--- src/hdl/brr_pkg.sv ---
// Shared constants and types for branch resolve and register rotation.
// Assumes a 64-bit address space with 16-byte instruction bundles.
package brr_pkg;
  // ---------------------------------------------------------------
  // Address and displacement layout
  // ---------------------------------------------------------------
  localparam int          ADDR_W       = 64;
  localparam int          BUNDLE_SHIFT = 4;
  localparam int          DISP_S_W     = 21;
  localparam int          DISP_L_W     = 60;
  localparam logic [63:0] BUNDLE_BYTES = 64'h0000_0000_0000_0010;
  // ---------------------------------------------------------------
  // Rotating regions
  // ---------------------------------------------------------------
  localparam logic [6:0]  GR_ROT_BASE  = 7'h20;
  localparam logic [6:0]  GR_ROT_MAX   = 7'h60;
  localparam logic [6:0]  FR_ROT_BASE  = 7'h20;
  localparam logic [6:0]  FR_ROT_SIZE  = 7'h60;
  localparam logic [5:0]  PR_ROT_BASE  = 6'h10;
  localparam logic [5:0]  PR_ROT_SIZE  = 6'h30;
  localparam logic [2:0]  SOR_GRAIN    = 3'h0;
  localparam logic [5:0]  PR_ALWAYS_ON = 6'h00;
  localparam logic [1:0]  LOOP_SLOT    = 2'h2;
  // ---------------------------------------------------------------
  // Operation kinds and target modes
  // ---------------------------------------------------------------
  typedef enum logic [3:0] {
    K_COND      = 4'h0,
    K_CALL      = 4'h1,
    K_RET       = 4'h2,
    K_CLOOP     = 4'h3,
    K_CTOP      = 4'h4,
    K_WTOP      = 4'h5,
    K_CLRRRB    = 4'h6,
    K_CLRRRB_PR = 4'h7,
    K_ALLOC     = 4'h8
  } brr_kind_type;
  typedef enum logic [1:0] {
    M_IPREL    = 2'h0,
    M_LONG     = 2'h1,
    M_INDIRECT = 2'h2
  } brr_mode_type;
endpackage

--- src/hdl/brr_target.sv ---
// Branch target adder for the three target modes.
// Assumes displacements already extracted by decode, in bundle units.
`timescale 1ns/1ps
module brr_target (
  input  wire logic [1:0]                   mode_i,
  input  wire logic [brr_pkg::ADDR_W-1:0]   ip_i,
  input  wire logic [brr_pkg::DISP_S_W-1:0] disp21_i,
  input  wire logic [brr_pkg::DISP_L_W-1:0] disp60_i,
  input  wire logic [brr_pkg::ADDR_W-1:0]   breg_i,
  output logic      [brr_pkg::ADDR_W-1:0]   target_o
);
  localparam int SEXT_W = brr_pkg::ADDR_W - brr_pkg::DISP_S_W - brr_pkg::BUNDLE_SHIFT;
  logic [brr_pkg::ADDR_W-1:0] short_off;
  logic [brr_pkg::ADDR_W-1:0] long_off;
  // ---------------------------------------------------------------
  // Offsets scaled to bytes; low bits forced zero keep bundle alignment
  // ---------------------------------------------------------------
  assign short_off = {{SEXT_W{disp21_i[brr_pkg::DISP_S_W-1]}}, disp21_i, {brr_pkg::BUNDLE_SHIFT{1'b0}}};
  assign long_off  = {disp60_i, {brr_pkg::BUNDLE_SHIFT{1'b0}}};
  // Mode select; unknown code falls back to the bundle itself
  always_comb begin
    unique case (brr_pkg::brr_mode_type'(mode_i))
      brr_pkg::M_IPREL:    target_o = ip_i + short_off;
      brr_pkg::M_LONG:     target_o = ip_i + long_off;
      brr_pkg::M_INDIRECT: target_o = {breg_i[brr_pkg::ADDR_W-1:brr_pkg::BUNDLE_SHIFT],
                                       {brr_pkg::BUNDLE_SHIFT{1'b0}}};
      default:             target_o = ip_i;
    endcase
  end
endmodule // brr_target

--- src/hdl/brr_rename.sv ---
// Logical to physical register renamer for one rotating region.
// Assumes rrb_i is always below size_i; size zero disables rotation.
`timescale 1ns/1ps
module brr_rename #(
  parameter int             W    = 7,
  parameter logic [W-1:0]   BASE = '0
) (
  input  wire logic [W-1:0] num_i,
  input  wire logic [W-1:0] size_i,
  input  wire logic [W-1:0] rrb_i,
  output logic      [W-1:0] phys_o
);
  logic [W:0] off;
  logic [W:0] sum;
  // ---------------------------------------------------------------
  // Offset into region plus base, wrapped modulo region size
  // ---------------------------------------------------------------
  always_comb begin
    off = {1'b0, num_i} - {1'b0, BASE};
    sum = {1'b0, off[W-1:0]} + {1'b0, rrb_i};
    if (sum >= {1'b0, size_i}) begin
      sum = sum - {1'b0, size_i};
    end
    if ((num_i >= BASE) && (off < {1'b0, size_i})) begin
      phys_o = BASE + sum[W-1:0];
    end else begin
      phys_o = num_i;
    end
  end
endmodule // brr_rename

--- src/hdl/brr_top.sv ---
// Branch resolution and rotating-register renaming, one cycle per op.
// Assumes decode presents one op per cycle with predicate value read.
`timescale 1ns/1ps
module brr_top #(
  parameter int LC_W = 64,
  parameter int EC_W = 6
) (
  input  wire logic                          MCLK_I,
  input  wire logic                          RESET_I,
  input  wire logic                          BR_VALID_I,
  input  wire logic [3:0]                    BR_KIND_I,
  input  wire logic [1:0]                    BR_MODE_I,
  input  wire logic [1:0]                    BR_SLOT_I,
  input  wire logic [brr_pkg::ADDR_W-1:0]    BUNDLE_IP_I,
  input  wire logic [brr_pkg::DISP_S_W-1:0]  DISP21_I,
  input  wire logic [brr_pkg::DISP_L_W-1:0]  DISP60_I,
  input  wire logic [brr_pkg::ADDR_W-1:0]    BREG_TARGET_I,
  input  wire logic [5:0]                    QP_NUM_I,
  input  wire logic                          QP_VALUE_I,
  input  wire logic [6:0]                    ALLOC_SOR_I,
  input  wire logic                          LC_WR_I,
  input  wire logic [LC_W-1:0]               LC_WDATA_I,
  input  wire logic                          EC_WR_I,
  input  wire logic [EC_W-1:0]               EC_WDATA_I,
  input  wire logic [6:0]                    GR_NUM_I,
  input  wire logic [6:0]                    FR_NUM_I,
  input  wire logic [5:0]                    PR_NUM_I,
  output logic                               TAKEN_O,
  output logic [brr_pkg::ADDR_W-1:0]         TARGET_O,
  output logic                               ILLEGAL_OP_O,
  output logic                               LINK_WE_O,
  output logic [brr_pkg::ADDR_W-1:0]         LINK_DATA_O,
  output logic                               STACK_CALL_O,
  output logic                               STACK_RET_O,
  output logic                               PR63_WE_O,
  output logic                               PR63_VALUE_O,
  output logic [LC_W-1:0]                    LOOP_COUNT_O,
  output logic [EC_W-1:0]                    EPILOG_COUNT_O,
  output logic [6:0]                         RRB_GR_O,
  output logic [6:0]                         RRB_FR_O,
  output logic [5:0]                         RRB_PR_O,
  output logic [6:0]                         ROT_SIZE_GR_O,
  output logic [6:0]                         GR_PHYS_O,
  output logic [6:0]                         FR_PHYS_O,
  output logic [5:0]                         PR_PHYS_O
);
  // ---------------------------------------------------------------
  // Decode helpers
  // ---------------------------------------------------------------
  brr_pkg::brr_kind_type      kind;
  logic [1:0]                 mode_eff;
  logic                       qp;
  logic                       is_loop;
  logic                       slot_ok;
  logic                       rotate;
  logic [brr_pkg::ADDR_W-1:0] tgt;
  logic [6:0]                 gr_phys;
  logic [6:0]                 fr_phys;
  logic [5:0]                 pr_phys;

  assign kind    = brr_pkg::brr_kind_type'(BR_KIND_I);
  assign qp      = (QP_NUM_I == brr_pkg::PR_ALWAYS_ON) ? 1'b1 : QP_VALUE_I;
  assign is_loop = (kind == brr_pkg::K_CLOOP) || (kind == brr_pkg::K_CTOP) || (kind == brr_pkg::K_WTOP);
  assign slot_ok = (BR_SLOT_I == brr_pkg::LOOP_SLOT);
  // Returns are always indirect, loops always IP-relative
  assign mode_eff = (kind == brr_pkg::K_RET) ? brr_pkg::M_INDIRECT :
                    is_loop ? brr_pkg::M_IPREL : BR_MODE_I;

  brr_target u_target (
    .mode_i   (mode_eff),
    .ip_i     (BUNDLE_IP_I),
    .disp21_i (DISP21_I),
    .disp60_i (DISP60_I),
    .breg_i   (BREG_TARGET_I),
    .target_o (tgt)
  );

  // ---------------------------------------------------------------
  // Architectural and output state
  // ---------------------------------------------------------------
  logic                       taken_q, taken_d;
  logic [brr_pkg::ADDR_W-1:0] target_q, target_d;
  logic                       illegal_q, illegal_d;
  logic                       link_we_q, link_we_d;
  logic [brr_pkg::ADDR_W-1:0] link_q, link_d;
  logic                       call_q, call_d;
  logic                       ret_q, ret_d;
  logic                       pr63_we_q, pr63_we_d;
  logic                       pr63_q, pr63_d;
  logic [LC_W-1:0]            lc_q, lc_d;
  logic [EC_W-1:0]            ec_q, ec_d;
  logic [6:0]                 rrb_gr_q, rrb_gr_d;
  logic [6:0]                 rrb_fr_q, rrb_fr_d;
  logic [5:0]                 rrb_pr_q, rrb_pr_d;
  logic [6:0]                 sor_q, sor_d;
  logic [6:0]                 gr_phys_q;
  logic [6:0]                 fr_phys_q;
  logic [5:0]                 pr_phys_q;

  // Next-state: one op per cycle, op effects win over software writes
  always_comb begin
    taken_d   = 1'b0;
    illegal_d = 1'b0;
    link_we_d = 1'b0;
    call_d    = 1'b0;
    ret_d     = 1'b0;
    pr63_we_d = 1'b0;
    pr63_d    = 1'b0;
    rotate    = 1'b0;
    target_d  = target_q;
    link_d    = link_q;
    lc_d      = LC_WR_I ? LC_WDATA_I : lc_q;
    ec_d      = EC_WR_I ? EC_WDATA_I : ec_q;
    rrb_gr_d  = rrb_gr_q;
    rrb_fr_d  = rrb_fr_q;
    rrb_pr_d  = rrb_pr_q;
    sor_d     = sor_q;
    if (BR_VALID_I) begin
      if (is_loop && !slot_ok) begin
        illegal_d = 1'b1;
      end else begin
        unique case (kind)
          brr_pkg::K_COND: begin
            taken_d = qp;
          end
          brr_pkg::K_CALL: begin
            taken_d   = qp;
            link_we_d = qp;
            call_d    = qp;
            if (qp) begin
              link_d   = BUNDLE_IP_I + brr_pkg::BUNDLE_BYTES;
              rrb_gr_d = '0;
              rrb_fr_d = '0;
              rrb_pr_d = '0;
            end
          end
          brr_pkg::K_RET: begin
            taken_d = qp;
            ret_d   = qp;
          end
          brr_pkg::K_CLOOP: begin
            if (lc_q != '0) begin
              taken_d = 1'b1;
              lc_d    = lc_q - LC_W'(1);
            end
          end
          brr_pkg::K_CTOP: begin
            pr63_we_d = 1'b1;
            if (lc_q != '0) begin
              taken_d = 1'b1;
              lc_d    = lc_q - LC_W'(1);
              rotate  = 1'b1;
              pr63_d  = 1'b1;
            end else if (ec_q != '0) begin
              taken_d = (ec_q != EC_W'(1));
              ec_d    = ec_q - EC_W'(1);
              rotate  = 1'b1;
            end
          end
          brr_pkg::K_WTOP: begin
            pr63_we_d = 1'b1;
            if (qp) begin
              taken_d = 1'b1;
              rotate  = 1'b1;
            end else if (ec_q != '0) begin
              taken_d = (ec_q != EC_W'(1));
              ec_d    = ec_q - EC_W'(1);
              rotate  = 1'b1;
            end
          end
          brr_pkg::K_CLRRRB: begin
            rrb_gr_d = '0;
            rrb_fr_d = '0;
            rrb_pr_d = '0;
          end
          brr_pkg::K_CLRRRB_PR: begin
            rrb_pr_d = '0;
          end
          brr_pkg::K_ALLOC: begin
            // Size must be a multiple of 8 and fit above register 32
            if ((ALLOC_SOR_I[2:0] != brr_pkg::SOR_GRAIN) || (ALLOC_SOR_I > brr_pkg::GR_ROT_MAX)) begin
              illegal_d = 1'b1;
            end else begin
              sor_d = ALLOC_SOR_I;
            end
          end
          default: illegal_d = 1'b1;
        endcase
      end
    end
    // Decrement in unison, general base only when its size is nonzero; wrap from zero to the top of each region
    if (rotate) begin
      rrb_fr_d = (rrb_fr_q == '0) ? brr_pkg::FR_ROT_SIZE - 7'h01 : rrb_fr_q - 7'h01;
      rrb_pr_d = (rrb_pr_q == '0) ? brr_pkg::PR_ROT_SIZE - 6'h01 : rrb_pr_q - 6'h01;
      if (sor_q != '0) begin
        rrb_gr_d = (rrb_gr_q == '0) ? sor_q - 7'h01 : rrb_gr_q - 7'h01;
      end
    end
    // Target register only moves on a taken branch
    if (taken_d) begin
      target_d = tgt;
    end
  end

  // Registers; no documented reset values, so zero is chosen
  always_ff @(posedge MCLK_I or posedge RESET_I) begin
    if (RESET_I) begin
      taken_q   <= 1'b0;
      target_q  <= '0;
      illegal_q <= 1'b0;
      link_we_q <= 1'b0;
      link_q    <= '0;
      call_q    <= 1'b0;
      ret_q     <= 1'b0;
      pr63_we_q <= 1'b0;
      pr63_q    <= 1'b0;
      lc_q      <= '0;
      ec_q      <= '0;
      rrb_gr_q  <= '0;
      rrb_fr_q  <= '0;
      rrb_pr_q  <= '0;
      sor_q     <= '0;
      gr_phys_q <= '0;
      fr_phys_q <= '0;
      pr_phys_q <= '0;
    end else begin
      taken_q   <= taken_d;
      target_q  <= target_d;
      illegal_q <= illegal_d;
      link_we_q <= link_we_d;
      link_q    <= link_d;
      call_q    <= call_d;
      ret_q     <= ret_d;
      pr63_we_q <= pr63_we_d;
      pr63_q    <= pr63_d;
      lc_q      <= lc_d;
      ec_q      <= ec_d;
      rrb_gr_q  <= rrb_gr_d;
      rrb_fr_q  <= rrb_fr_d;
      rrb_pr_q  <= rrb_pr_d;
      sor_q     <= sor_d;
      gr_phys_q <= gr_phys;
      fr_phys_q <= fr_phys;
      pr_phys_q <= pr_phys;
    end
  end

  // ---------------------------------------------------------------
  // Renamers; lookups use the bases held before this cycle's op
  // ---------------------------------------------------------------
  brr_rename #(.W(7), .BASE(brr_pkg::GR_ROT_BASE)) u_ren_gr (
    .num_i  (GR_NUM_I),
    .size_i (sor_q),
    .rrb_i  (rrb_gr_q),
    .phys_o (gr_phys)
  );
  brr_rename #(.W(7), .BASE(brr_pkg::FR_ROT_BASE)) u_ren_fr (
    .num_i  (FR_NUM_I),
    .size_i (brr_pkg::FR_ROT_SIZE),
    .rrb_i  (rrb_fr_q),
    .phys_o (fr_phys)
  );
  brr_rename #(.W(6), .BASE(brr_pkg::PR_ROT_BASE)) u_ren_pr (
    .num_i  (PR_NUM_I),
    .size_i (brr_pkg::PR_ROT_SIZE),
    .rrb_i  (rrb_pr_q),
    .phys_o (pr_phys)
  );

  // Outputs; taken doubles as squash of younger ops in the group
  assign TAKEN_O        = taken_q;
  assign TARGET_O       = target_q;
  assign ILLEGAL_OP_O   = illegal_q;
  assign LINK_WE_O      = link_we_q;
  assign LINK_DATA_O    = link_q;
  assign STACK_CALL_O   = call_q;
  assign STACK_RET_O    = ret_q;
  assign PR63_WE_O      = pr63_we_q;
  assign PR63_VALUE_O   = pr63_q;
  assign LOOP_COUNT_O   = lc_q;
  assign EPILOG_COUNT_O = ec_q;
  assign RRB_GR_O       = rrb_gr_q;
  assign RRB_FR_O       = rrb_fr_q;
  assign RRB_PR_O       = rrb_pr_q;
  assign ROT_SIZE_GR_O  = sor_q;
  assign GR_PHYS_O      = gr_phys_q;
  assign FR_PHYS_O      = fr_phys_q;
  assign PR_PHYS_O      = pr_phys_q;
endmodule // brr_top

--- config.mk ---
export PLATFORM = sky130hd
export DESIGN_NAME = brr_top
export DESIGN_NICKNAME = d
export VERILOG_FILES = /design/src/hdl/brr_pkg.sv /design/src/hdl/brr_target.sv /design/src/hdl/brr_rename.sv /design/src/hdl/brr_top.sv
export SDC_FILE = /design/constraint.sdc
export NUM_CORES = 1
export LEC_CHECK = 0
export ABC_AREA = 1
export BUFFER_PORTS_ARGS = -buffer_cell sky130_fd_sc_hd__buf_2
export CORE_AREA = 2 2 227 229
export DETAILED_ROUTE_END_ITERATION = 8
export DIE_AREA = 0 0 229 231
export GPL_TIMING_DRIVEN = 0
export PLACE_DENSITY = 0.75
export SYNTH_ARGS = -nofsm -noshare
export SYNTH_HDL_FRONTEND = slang
export SYNTH_SLANG_ARGS = --single-unit
--- constraint.sdc ---
create_clock -name MCLK_I -period 17.71 [get_ports MCLK_I]
set_input_delay 0.8855 -clock MCLK_I [delete_from_list [all_inputs] [get_ports MCLK_I]]
set_output_delay 0.8855 -clock MCLK_I [all_outputs]
set_load 0.1 [all_outputs]
==> results.sh <==
export IMPL_placement_cell_area_um2=26810
export IMPL_final_period_utilization_pct=28.60
export IMPL_number_of_antenna_violations_at_the_first_check_in_global_routing=3
export IMPL_cell_type_with_the_highest_aggregate_area_in_the_netlist="dfrtp_1"
export IMPL_cts_max_path_buffers=3
export IMPL_area_contributors_post_synth="dfrtp_1 (27%), nand2_1 (21%), inv_1 (8.9%), nor2_1 (8.0%), ha_1 (6.5%)"
export IMPL_area_growth_from_synthesis_to_layout_pct=21.12
export IMPL_io_pin_count=578
export IMPL_std_cell_rows=83
export IMPL_place_congestion=1.042
export IMPL_synth_edf_count=0
export IMPL_synth_area_um2=23020
export IMPL_crit_arrival_ns=5.57
export IMPL_ctsRootBufferMaster="clkbuf_16"
export IMPL_worst_setup_path_endpoint="TARGET_O[42]"
export IMPL_grt_util_met3_pct=5.583
export IMPL_cts_repair_resized=0
export IMPL_maxClockFrequency_ghz=0.1975
export IMPL_drc=0
export IMPL_drv_max_cap_violation_count=0
export IMPL_slew_headroom_pct=33.59
export IMPL_cts_tree="built"
export IMPL_final_hold_worst_slack_ns=0.3255
export IMPL_syn_nets=4230
export IMPL_netlist_instances=3780
export IMPL_ff2ff_setup_slack_ns=14.28
export IMPL_yosys_top_cells_count="nand2_1 (1,298), inv_1 (548), nor2_1 (493)"
export IMPL_wire_length_per_cell_after_detailed_routing_um=21.45
export IMPL_worst_skew_pair_latency_ns=0.58
export IMPL_timing_setup_tns_ns=0
export IMPL_yosys_area_top_type_share_pct=27.28
export IMPL_setup_violations=0
export IMPL_p_leak_nw=15.39
export IMPL_grt_resource_usage_total_pct=40.05
export IMPL_r2r_start="RRB_GR_O[0]"
export IMPL_final_net_count=4836
export IMPL_routed_wl_um=109200
export IMPL_path_max_fanout=10
export IMPL_worst_pin_slew_ns=0.9962
export IMPL_finalInstanceArea_um2=27890
export IMPL_start_util_pct=45.43
export IMPL_synth_main_ff_cell="dfrtp_1"
export IMPL_final_max_slew_viol_count=0
export IMPL_core_um2=50680
export IMPL_rr_worst_depth=15
export IMPL_postCtsSetupRepairBufs=0
export IMPL_area_of_the_die_um2=52900
export IMPL_vias_in_the_first_global_route=25950
export IMPL_grt_util_met1_pct=50.04
export IMPL_grt_remaining_overflow=0
export IMPL_critical_path_reg2reg_endpoint="GR_PHYS_O[4]"
export IMPL_dpl_cell_count=5035
export IMPL_ys_async_sr_fraction_pct=100.0
export IMPL_power_density_nw_per_um2=134.7
export IMPL_min_delay_path_class="primary input to async pin"
export IMPL_startpoint="BR_KIND_I[1]"
export IMPL_vias=27570
export IMPL_period_needed_ns=5.065
export IMPL_syn_area_per_cell_um2=6.091
export IMPL_fill_cells=5435
export IMPL_tritoncts_num_buffers=29
export IMPL_post_layout_nonfiller_instances=5090
export IMPL_worst_clock_skew_ns=0.01390
export IMPL_synth_seq_cells=251
export IMPL_detailed_place_hpwl_um=91320
export IMPL_route_antenna_remaining_nets=0
export IMPL_synth_cell_type_count=51
export IMPL_die_height_um=231
export IMPL_portion_of_the_post_synthesis_area_used_by_sequential_elements_pct=27.28
export IMPL_path_class="primary input to flop"
export IMPL_busiest_layer="met2"
export IMPL_synthMostInstantiatedCell="nand2_1"
export IMPL_final_util_pct=55.03
export IMPL_timing_hold_violations_final=0
export IMPL_global_route_wire_length_before_repair_um=159200
export IMPL_crit_path_capture_type="flop"
export IMPL_port_buffer_count=573
export IMPL_outcome="completed"
export IMPL_worstSetupStartpointType="primary input"
export IMPL_use_met2_pct=65.93
export IMPL_detail_route_iter0_violations=2533
export IMPL_power_ir_vdd_worst_uv=73.93
export IMPL_unrepaired_setup_endpoints_after_global_routing="false"
export IMPL_htreeDepth=1
export IMPL_ctsHoldBuffers=0
export IMPL_clk_pin_slew_worst_paths_ns=0.06
export IMPL_dr_pass1_iters=8
export IMPL_die_width_um=229
export IMPL_avgViaCountPerCell=5.417
export IMPL_maximum_number_of_pins_on_one_net_before_global_route_repair=120
export IMPL_critical_path_required_ns=18.21
export IMPL_ys_warn_count=0
export IMPL_drive_above_1_share_pct=16.34
export IMPL_cts_sink_count=251
==> how the worst min path moves through the flow <==
stage | end | slack [ns] | cells after the start
after detailed placement | LINK_DATA_O[3] | 0.45 | 2
after floorplan | LINK_DATA_O[0] | 0.98 | 2
after global routing | LOOP_COUNT_O[63] | 0.35 | 2
final | LOOP_COUNT_O[63] | 0.33 | 2
after global placement | LINK_DATA_O[15] | 0.45 | 2
after CTS | LOOP_COUNT_O[12] | 0.33 | 2
==> registers in the layout, summed over array words and instances, names as in the netlist, 6 cells and up <==
register and cells:
RRB_FR_O 7, RRB_PR_O 6, PR_PHYS_O 6, TARGET_O 64, LINK_DATA_O 64, FR_PHYS_O 7
RRB_GR_O 7, ROT_SIZE_GR_O 7, EPILOG_COUNT_O 6, GR_PHYS_O 7, LOOP_COUNT_O 64
==> area by class of cell <==
cell class	instances	area, um2	share of cell area (%)
diodes	3	7.507	0.02692
plain buffers	88	390.4	1.400
repair buffers	575	2923	10.48
well taps	680	850.8	3.051
flip-flops and latches	251	6281	22.52
clock buffers	30	739.5	2.652
inverters	558	2102	7.537
clock inverters	22	335.3	1.202
multi-input cells	2883	14260	51.13
==> layer usage <==
| layer | up-vias | wire (um) |
|---|---|---|
| li1 | 13140 | - |
| met5 | - | 0 |
| met4 | 0 | 7292 |
| met3 | 317 | 9132 |
| met2 | 1459 | 49610 |
| met1 | 12660 | 43150 |
==> stage by stage <==
stage	power, mW	setup slack [ns]
6_report	3.757	12.65
5_1_grt	3.929	12.46
4_1_cts	3.736	12.79
3_5_place_dp	3.034	12.20
3_3_place_gp	3.020	6.537
2_1_floorplan	2.522	9.925
==> placed cells by master (no fill, tap or decap), types with 5 or more instances in the layout <==
| cell type | instances |
|---|---|
| or2_2 | 15 |
| nand4_1 | 51 |
| clkinv_2 | 6 |
| nor4_1 | 20 |
| clkbuf_1 | 55 |
| buf_4 | 6 |
| inv_2 | 8 |
| nand2_1 | 1298 |
| o211ai_1 | 19 |
| dfrtp_1 | 251 |
| ha_1 | 119 |
| nor2_1 | 493 |
| nor3_1 | 57 |
| o21ai_1 | 5 |
| mux2_2 | 20 |
| xor2_1 | 109 |
| inv_1 | 547 |
| nand3b_1 | 26 |
| clkbuf_16 | 29 |
| buf_2 | 597 |
| o21ai_0 | 230 |
| nand3_1 | 173 |
| nor2_2 | 5 |
| bufinv_16 | 8 |
| fa_1 | 5 |
| o31ai_1 | 14 |
| a21oi_1 | 126 |
| xnor2_1 | 29 |
| a31oi_1 | 27 |
==> power breakdown <==
| part | total, mW | switching (mW) | internal [mW] |
|---|---|---|---|
| combinational | 2.22 | 1.77 | 0.451 |
| clock | 0.700 | 0.279 | 0.421 |
| sequential | 0.832 | 0.123 | 0.710 |
==> critical path, stage by stage <==
cell and delay [ns]:
buf_2 0.20, inv_2 0.05, nand2_2 0.14, nand2_1 0.12, nor2_2 0.33, nand2_1 0.45, buf_2 0.38, mux2_2 0.28
ha_1 0.29, inv_1 0.10, fa_1 0.37, inv_1 0.20, nand3_1 0.10, nand3_1 0.25, nand2_1 0.09, nand2_1 0.14
nand2_1 0.08, nand3b_1 0.35, nand3_1 0.17, nand3_1 0.10, nand3_1 0.22, a21oi_1 0.23
==> logic make-up (layout without fill, tap and decap cells) <==
group / Yosys count / after routing / synth area share (%)
compound gates: 449 / 449 / 10.74
mux: 21 / 21 / 1.022
xor+xnor: 138 / 138 / 5.249
fa+ha+maj: 124 / 124 / 6.901
flops: 251 / 251 / 27.28
simple gates: 2151 / 2151 / 38.02
buf+inv: 646 / 1273 / 10.79
other cells: 0 / 3 / 0
No activity file was read; power rests on OpenSTA's default activity.
